**config.mk**
```make
export PLATFORM = sky130hd
export DESIGN_NAME = rlid_top
export DESIGN_NICKNAME = d
export VERILOG_FILES = /design/src/verilog/rlid_pkg.sv /design/src/verilog/rlid_deser.sv /design/src/verilog/rlid_top.sv
export SDC_FILE = /design/constraint.sdc
export NUM_CORES = 2
export LEC_CHECK = 0
export ABC_AREA = 1
export BUFFER_PORTS_ARGS = -buffer_cell sky130_fd_sc_hd__buf_2
export CORE_ASPECT_RATIO = 2
export CORE_MARGIN = 2
export CORE_UTILIZATION = 45
export CTS_BUF_LIST = sky130_fd_sc_hd__clkbuf_8
export DETAILED_ROUTE_END_ITERATION = 16
export GPL_TIMING_DRIVEN = 0
export SETUP_SLACK_MARGIN = 0.1
export SYNTH_ARGS = -nofsm -noshare
export SYNTH_HDL_FRONTEND = slang
export SYNTH_SLANG_ARGS = --single-unit
```
**constraint.sdc**
```tcl
create_clock -name clk_sys -period 29.4 [get_ports clk_sys]
set_input_delay 4.41 -clock clk_sys [delete_from_list [all_inputs] [get_ports clk_sys]]
set_output_delay 4.41 -clock clk_sys [all_outputs]
set_load 0.005 [all_outputs]
```
**src/verilog/rlid_pkg.sv**
```systemverilog
package rlid_pkg;

	localparam int unsigned CLK_PERIOD_PS = 20000;
	localparam logic [8:0] TAP_MAX = 9'h1FF;
	localparam logic [10:0] TIME_MAX_GEN1_PS = 11'h4E2;
	localparam logic [10:0] TIME_MAX_GEN2_PS = 11'h44C;
	localparam logic [10:0] DELAY_RESET = 11'h000;
	localparam logic [10:0] ALIGN_DELAY_PS = 11'h032;
	// Master clock rate in MHz, range 200..2400
	localparam logic [11:0] MCLK_RATE_RESET = 12'h320;
	// Taps per master clock period used by calibration
	localparam logic [7:0] TAPS_PER_PERIOD = 8'h80;
	localparam logic [7:0] CAL_CYCLES = 8'h10;
	localparam logic [15:0] TRACK_INTERVAL = 16'h0100;
	localparam logic [3:0] WIDTH_RESET = 4'h8;
	localparam logic [2:0] DIV_FOR_W4 = 3'h2;
	localparam logic [2:0] DIV_FOR_W8 = 3'h4;

	typedef enum logic [1:0] {
		RLID_FMT_TIME = 2'h0,
		RLID_FMT_COUNT = 2'h1
	} rlid_fmt_t;

	typedef enum logic [1:0] {
		RLID_DLY_FIXED = 2'h0,
		RLID_DLY_LOAD = 2'h1,
		RLID_DLY_VARIABLE = 2'h2
	} rlid_dly_t;

	typedef enum logic [1:0] {
		RLID_ST_IDLE = 2'b00,
		RLID_ST_CAL = 2'b01,
		RLID_ST_READY = 2'b11
	} rlid_state_t;

	typedef struct packed {
		rlid_fmt_t fmt;
		rlid_dly_t dly_type;
		logic [10:0] delay_value;
		logic [11:0] mclk_rate;
		logic quarter_phase;
		logic [3:0] width;
		logic [2:0] divider;
	} rlid_cfg_t;

	typedef struct packed {
		logic load;
		logic inc_en;
		logic inc_up;
		logic [8:0] load_taps;
	} rlid_ctl_t;

endpackage

```
**src/verilog/rlid_deser.sv**
```systemverilog
`timescale 1ns/100ps
module rlid_deser (
	input wire logic clk_sys,
	input wire logic rst_b,
	input wire logic ce,
	input wire logic width8,
	input wire logic bit_in,
	output logic [7:0] word,
	output logic word_valid
);
	typedef struct packed {
		logic [7:0] shift;
		logic [2:0] cnt;
		logic [7:0] word;
		logic valid;
	} rlid_dst_t;

	rlid_dst_t st_reg;
	rlid_dst_t st_next;
	logic [2:0] last;

	always_comb begin
		last = width8 ? 3'h7 : 3'h3;
		st_next = st_reg;
		st_next.valid = 1'b0;
		st_next.shift = {st_reg.shift[6:0], bit_in};
		if (st_reg.cnt >= last) begin
			st_next.cnt = 3'h0;
			st_next.valid = 1'b1;
			// Narrow mode fills the low nibble only
			st_next.word = width8 ? {st_reg.shift[6:0], bit_in} : {4'h0, st_reg.shift[2:0], bit_in};
		end else begin
			st_next.cnt = st_reg.cnt + 3'h1;
		end
	end

	always_ff @(posedge clk_sys) begin
		if (!rst_b) begin
			st_reg <= '0;
		end else if (ce) begin
			st_reg <= st_next;
		end
	end

	assign word = st_reg.word;
	assign word_valid = st_reg.valid;
endmodule // rlid_deser

```
**src/verilog/rlid_top.sv**
```systemverilog
`timescale 1ns/100ps
module rlid_top (
	input wire logic clk_sys,
	input wire logic rst_b,
	input wire logic ce,
	input wire rlid_pkg::rlid_cfg_t cfg,
	input wire logic gen2,
	input wire logic cal_start,
	input wire logic track_voltage_temperature,
	input wire rlid_pkg::rlid_ctl_t ctl,
	input wire logic pad_in,
	output logic delay_calibrated_flag,
	output logic [8:0] tap_count,
	output logic [8:0] applied_taps,
	output logic cfg_error,
	output logic delayed_bit,
	output logic [7:0] rx_word,
	output logic rx_word_valid
);
	typedef struct packed {
		rlid_pkg::rlid_state_t state;
		logic [7:0] cal_cnt;
		logic [15:0] track_cnt;
		logic [8:0] taps;
		logic [8:0] tap_target;
		logic ready;
		logic err;
		logic [511:0] line;
		logic dbit;
	} rlid_st_t;

	rlid_st_t st_reg;
	rlid_st_t st_next;
	logic [7:0] deser_word;
	logic deser_valid;
	logic [7:0] word_reg;
	logic valid_reg;

	// Taps for a ps figure: ps * taps_per_period * MHz / 1e6 (taps_per_period taps span one clock period)
	function automatic logic [8:0] ps_to_taps(input logic [10:0] ps, input logic [11:0] mhz);
		logic [31:0] prod;
		logic [31:0] q;
		prod = 32'(ps) * 32'(rlid_pkg::TAPS_PER_PERIOD) * 32'(mhz);
		q = prod / 32'h000F4240;
		ps_to_taps = (q > 32'(rlid_pkg::TAP_MAX)) ? rlid_pkg::TAP_MAX : q[8:0];
	endfunction

	function automatic logic cfg_bad(input rlid_pkg::rlid_cfg_t c, input logic g2, input logic vt);
		logic [10:0] lim;
		lim = g2 ? rlid_pkg::TIME_MAX_GEN2_PS : rlid_pkg::TIME_MAX_GEN1_PS;
		cfg_bad = 1'b0;
		if (c.fmt == rlid_pkg::RLID_FMT_COUNT) begin
			cfg_bad = (c.delay_value > 11'(rlid_pkg::TAP_MAX)) || vt;
		end else if (c.delay_value > lim) begin
			cfg_bad = 1'b1;
		end
		if (c.quarter_phase) begin
			cfg_bad = 1'b1;
		end
		if (!((c.width == 4'h4 && c.divider == rlid_pkg::DIV_FOR_W4)
				|| (c.width == 4'h8 && c.divider == rlid_pkg::DIV_FOR_W8))) begin
			cfg_bad = 1'b1;
		end
		if (c.dly_type == 2'h3) begin
			cfg_bad = 1'b1;
		end
	endfunction

	always_comb begin
		st_next = st_reg;
		st_next.err = cfg_bad(cfg, gen2, track_voltage_temperature);
		st_next.line = {st_reg.line[510:0], pad_in};
		st_next.dbit = st_reg.line[st_reg.taps];
		unique case (st_reg.state)
			rlid_pkg::RLID_ST_IDLE: begin
				st_next.ready = 1'b0;
				if (cal_start) begin
					st_next.state = rlid_pkg::RLID_ST_CAL;
					st_next.cal_cnt = '0;
				end
			end
			rlid_pkg::RLID_ST_CAL: begin
				st_next.cal_cnt = st_reg.cal_cnt + 8'h01;
				if (st_reg.cal_cnt == rlid_pkg::CAL_CYCLES - 8'h01) begin
					st_next.state = rlid_pkg::RLID_ST_READY;
					st_next.ready = 1'b1;
					st_next.track_cnt = '0;
					if (cfg.fmt == rlid_pkg::RLID_FMT_COUNT) begin
						st_next.tap_target = cfg.delay_value[8:0];
					end else begin
						st_next.tap_target = ps_to_taps(cfg.delay_value + rlid_pkg::ALIGN_DELAY_PS,
							cfg.mclk_rate);
					end
					st_next.taps = st_next.tap_target;
				end
			end
			rlid_pkg::RLID_ST_READY: begin
				// Tracking nudges one tap per cycle toward a target refreshed each interval to avoid glitching data
				if (cfg.fmt == rlid_pkg::RLID_FMT_TIME && track_voltage_temperature) begin
					st_next.track_cnt = st_reg.track_cnt + 16'h0001;
					if (st_reg.track_cnt == rlid_pkg::TRACK_INTERVAL) begin
						st_next.track_cnt = '0;
						st_next.tap_target = ps_to_taps(cfg.delay_value + rlid_pkg::ALIGN_DELAY_PS,
							cfg.mclk_rate);
					end
					if (st_reg.taps < st_reg.tap_target) begin
						st_next.taps = st_reg.taps + 9'h001;
					end else if (st_reg.taps > st_reg.tap_target) begin
						st_next.taps = st_reg.taps - 9'h001;
					end
				end else begin
					unique case (cfg.dly_type)
						rlid_pkg::RLID_DLY_LOAD: begin
							if (ctl.load) begin
								st_next.taps = ctl.load_taps;
							end
						end
						rlid_pkg::RLID_DLY_VARIABLE: begin
							if (ctl.inc_en && ctl.inc_up && st_reg.taps != rlid_pkg::TAP_MAX) begin
								st_next.taps = st_reg.taps + 9'h001;
							end else if (ctl.inc_en && !ctl.inc_up && st_reg.taps != 9'h000) begin
								st_next.taps = st_reg.taps - 9'h001;
							end
						end
						default: begin
						end
					endcase
				end
				if (cal_start) begin
					st_next.state = rlid_pkg::RLID_ST_CAL;
					st_next.cal_cnt = '0;
					st_next.ready = 1'b0;
				end
			end
			default: begin
				st_next.state = rlid_pkg::RLID_ST_IDLE;
			end
		endcase
	end

	always_ff @(posedge clk_sys) begin
		if (!rst_b) begin
			st_reg <= '0;
			word_reg <= '0;
			valid_reg <= 1'b0;
		end else if (ce) begin
			st_reg <= st_next;
			word_reg <= deser_word;
			valid_reg <= deser_valid;
		end
	end

	rlid_deser u_deser (
		.clk_sys(clk_sys),
		.rst_b(rst_b),
		.ce(ce),
		.width8(cfg.width != 4'h4),
		.bit_in(st_reg.dbit),
		.word(deser_word),
		.word_valid(deser_valid)
	);

	assign delay_calibrated_flag = st_reg.ready;
	assign tap_count = st_reg.taps;
	assign applied_taps = st_reg.tap_target;
	assign cfg_error = st_reg.err;
	assign delayed_bit = st_reg.dbit;
	assign rx_word = word_reg;
	assign rx_word_valid = valid_reg;

	property p_cal_len;
		@(posedge clk_sys) disable iff (!rst_b || !ce)
		(st_reg.state == rlid_pkg::RLID_ST_IDLE && cal_start) |=> !delay_calibrated_flag [*8];
	endproperty
	a_cal_len: assert property (p_cal_len) else $error("flag rose too early");

	property p_count_taps;
		@(posedge clk_sys) disable iff (!rst_b)
		(ce && st_reg.state == rlid_pkg::RLID_ST_CAL && st_reg.cal_cnt == 8'h0F
			&& cfg.fmt == rlid_pkg::RLID_FMT_COUNT) |=> tap_count == $past(cfg.delay_value[8:0]);
	endproperty
	a_count_taps: assert property (p_count_taps) else $error("count taps wrong");

	property p_time_taps;
		@(posedge clk_sys) disable iff (!rst_b)
		(ce && st_reg.state == rlid_pkg::RLID_ST_CAL && st_reg.cal_cnt == 8'h0F
			&& cfg.fmt == rlid_pkg::RLID_FMT_TIME) |=> delay_calibrated_flag
			&& applied_taps == ps_to_taps($past(cfg.delay_value) + rlid_pkg::ALIGN_DELAY_PS,
			$past(cfg.mclk_rate));
	endproperty
	a_time_taps: assert property (p_time_taps) else $error("time taps wrong");

	property p_track_step;
		@(posedge clk_sys) disable iff (!rst_b || !ce)
		(st_reg.state == rlid_pkg::RLID_ST_READY && track_voltage_temperature) |=>
			(tap_count - $past(tap_count) <= 9'h001) || ($past(tap_count) - tap_count <= 9'h001);
	endproperty
	a_track_step: assert property (p_track_step) else $error("tracking jumped");

	property p_fixed_hold;
		@(posedge clk_sys) disable iff (!rst_b || !ce)
		(st_reg.state == rlid_pkg::RLID_ST_READY && !cal_start && !track_voltage_temperature
			&& cfg.dly_type == rlid_pkg::RLID_DLY_FIXED) |=> $stable(tap_count);
	endproperty
	a_fixed_hold: assert property (p_fixed_hold) else $error("fixed delay moved");

	property p_load;
		@(posedge clk_sys) disable iff (!rst_b || !ce)
		(st_reg.state == rlid_pkg::RLID_ST_READY && !cal_start && !track_voltage_temperature
			&& cfg.dly_type == rlid_pkg::RLID_DLY_LOAD && ctl.load) |=>
			tap_count == $past(ctl.load_taps);
	endproperty
	a_load: assert property (p_load) else $error("load not applied");

	property p_range;
		@(posedge clk_sys) disable iff (!rst_b || !ce)
		(cfg.fmt == rlid_pkg::RLID_FMT_COUNT && cfg.delay_value > 11'h1FF) |=> cfg_error;
	endproperty
	a_range: assert property (p_range) else $error("range not flagged");

	property p_phase;
		@(posedge clk_sys) disable iff (!rst_b || !ce)
		cfg.quarter_phase |=> cfg_error;
	endproperty
	a_phase: assert property (p_phase) else $error("quarter phase not flagged");

	property p_width;
		@(posedge clk_sys) disable iff (!rst_b || !ce)
		((cfg.width == 4'h8 && cfg.divider != rlid_pkg::DIV_FOR_W8)
			|| (cfg.width == 4'h4 && cfg.divider != rlid_pkg::DIV_FOR_W4)) |=> cfg_error;
	endproperty
	a_width: assert property (p_width) else $error("width pairing not flagged");
endmodule // rlid_top
```
==> results by group <==
Die
  – Die X: 209.3 µm
  – Ports: 84
  – Core area: 83520 µm²
  – Die Y-Extent: 414.6 µm
  – Die ar.: 86770 µm²
  – Effective utilization at floorplan: 0.4542
  – Core Rows: 150

Detailed routing
  – DR pass1 iterations: 6
  – Drt wl/cell: 22.92 µm
  – DR DRC count: 0
  – Initial DRC count: 3170
  – DR vias: 39.19k
  – WL final: 154900 µm
  – Via density: 5.802
  – Routed Antenna Nets: 0

Worst setup path
  – CP Buf/Inv Count: 19
  – Critical Path End Type: flop
  – Worst Setup Start Kind: primary input
  – Critical path type: primary input to flop
  – CP max FO: 10
  – Worst endpoint data arrival time: 21.25 ns
  – CP max stage delay: 0.80 ns
  – Most frequent CP cell: nand2_1
  – Crit-path slowest cell: nor3_2
  – Crit-path leading delay family: simple AND/OR/NAND/NOR gates
  – Required @ worst endpoint: 30.06 ns

STA
  – Final Slew Violations: 53
  – TNS Setup: 0 ns
  – FMAX: 0.04858 GHz
  – Worst-Margin Slew: 1.579 ns
  – Crit path time final: 20.59 ns
  – Period utilization: 0.7002
  – Max_slew headroom: -0.05243
  – Hold Vio Cnt, Final: 0
  – Final Setup Violations: 0
  – Final hold slack: 0.4559 ns
  – RSZ-0062 raised after global routing: no
  – Layout Skew: 0.02366 ns

Cells and area
  – Fillers: 8811
  – Nets: 5861
  – Area grow syn2layout: 8.922%
  – Layout cell share with drive strength beyond 1: 0.1064
  – Final Util: 0.4947
  – Max FFs per register: 511
  – Reg area: 11750 µm²
  – Finished Cell Area: 41320 µm²
  – Multi-input gate area: 21550 µm²

Clocking
  – Post-CTS setup buffer count: 0
  – Worst-path clk slew: 0.07 ns
  – Post-cts resize count: 0
  – Worst skew pair latency: 0.78 ns
  – Clock sinks: 587
  – Hold Buf Count CTS: 0
  – CTS tree: yes
  – Total CTS buffers: 82
  – Clock Path Buffers: 3
  – H-tree levels: 3
  – Clock root buffer: clkbuf_8

Status
  – Failing checks: capacitance limit, slew limit
  – Status: complete, but fails checks

Global routing
  – Pin count of the biggest net entering global routing: 13
  – GRT Util Overall: 0.3516
  – Vias in the first global route: 38.30k
  – Initial antenna violation count: 7
  – First-pass GRT wire length: 230400 µm
  – Grt ovf: 0

Synthesis
  – Synth warnings: 0
  – Ranking of synthesized cells by area: dfxtp_1 31%, o21ai_0 10%, a21oi_1 8.6%, inv_1 7.4%, nand2_1 7.2%
  – Count leader, synth: o21ai_0
  – Ys flop type: dfxtp_1
  – Post-synth top cells: 789 x o21ai_0, 743 x inv_1, 732 x nand2_1
  – Yosys reg bits: 587
  – Netlist cell types: 71
  – Yosys top cell by area: dfxtp_1
  – Number of synthesized flops with an enable pin: 0
  – Post-synth top area share: 0.3098
  – Fraction of registers with async set/reset: 0
  – Avg Inst Size Synth: 6.941 µm²
  – Post-synthesis cell area: 37930 µm²
  – Synth Instances: 5465
  – Post-synthesis sequential area ratio: 0.3098
  – Syn Nets: 5702

Min path
  – HP Class: flop to flop

Placed design
  – Dpl cell area: 39640 µm²
  – Port buffer count: 75
  – RePlAce Congestion: 1.018
  – Half-perimeter wire length after placement: 115500 µm

Flow run
  – Max-cap violations: 5
-- cell families (layout without fill, tap and decap cells) --
group	Yosys count	count (layout)	synth area share
xor+xnor	65	65	0.01501
buf+inv	1144	1363	0.1221
compound gates	1705	1705	0.2408
simple gates	1781	1781	0.2343
flops	587	587	0.3098
fa+ha+maj	183	183	0.07798
other cells	0	7	0
-- cells in the final DEF (no fill, tap or decap), types with 79 or more instances in the layout --
cell type	synthesis	layout
clkbuf_8	1	110
o21ai_0	789	789
nand2_2	130	130
inv_1	743	769
o211ai_1	79	79
nand4_1	90	90
dfxtp_1	587	587
o22ai_1	96	96
nand2_1	732	732
nand3_1	286	286
a21oi_1	653	653
ha_1	94	94
nor2_1	317	317
clkbuf_1	280	280
fa_1	89	89
-- metal layers --
| layer | GRT usage | wire, µm | vias to the layer above | part of all wire |
|---|---|---|---|---|
| li1 | - | - | 18385 | - |
| met1 | 0.3332 | 49790 | 18556 | 0.32 |
| met2 | 0.6361 | 78000 | 1571 | 0.50 |
| met3 | 0.06959 | 10630 | 672 | 0.069 |
| met4 | 0.3151 | 16390 | 6 | 0.11 |
| met5 | 0 | 37 | - | 0.00024 |
-- stage by stage --
step           std cells  setup WS (ns)
2_1_floorplan       5465          11.68
3_3_place_gp        6604          8.209
3_5_place_dp        6604          8.077
4_1_cts             6748          8.805
5_1_grt             6749          7.489
6_report            6755          8.813
-- tightest hold or removal path: stages, from the launching register on --
cell	delay, ns
dfxtp_1	0.30
inv_1	0.06
a21oi_1	0.05
-- cell type report --
class,count,area share
plain buffers,335,0.03685
inverters,809,0.07525
well taps,1064,0.03222
diodes,7,0.0004240
flip-flops and latches,587,0.2844
multi-input cells,3734,0.5216
clock buffers,109,0.03631
clock inverters,35,0.003876
repair buffers,75,0.009085
-- path summary, 6_finish.rpt --
| kind | startpoint | to | slack, ns | cells past startpoint |
|---|---|---|---|---|
| min reg2reg | u_deser.word[7] | u_deser.word[7] | 0.46 | 2 |
| max | cfg[22] | applied_taps[0] | 8.81 | 112 |
| min | u_deser.word[7] | u_deser.word[7] | 0.46 | 2 |
| max reg2reg | tap_count[0] | tap_count[5] | 23.84 | 15 |
Power is not shown: default switching activity piles up to over one toggle a cycle in this logic, so the estimate is an artifact.
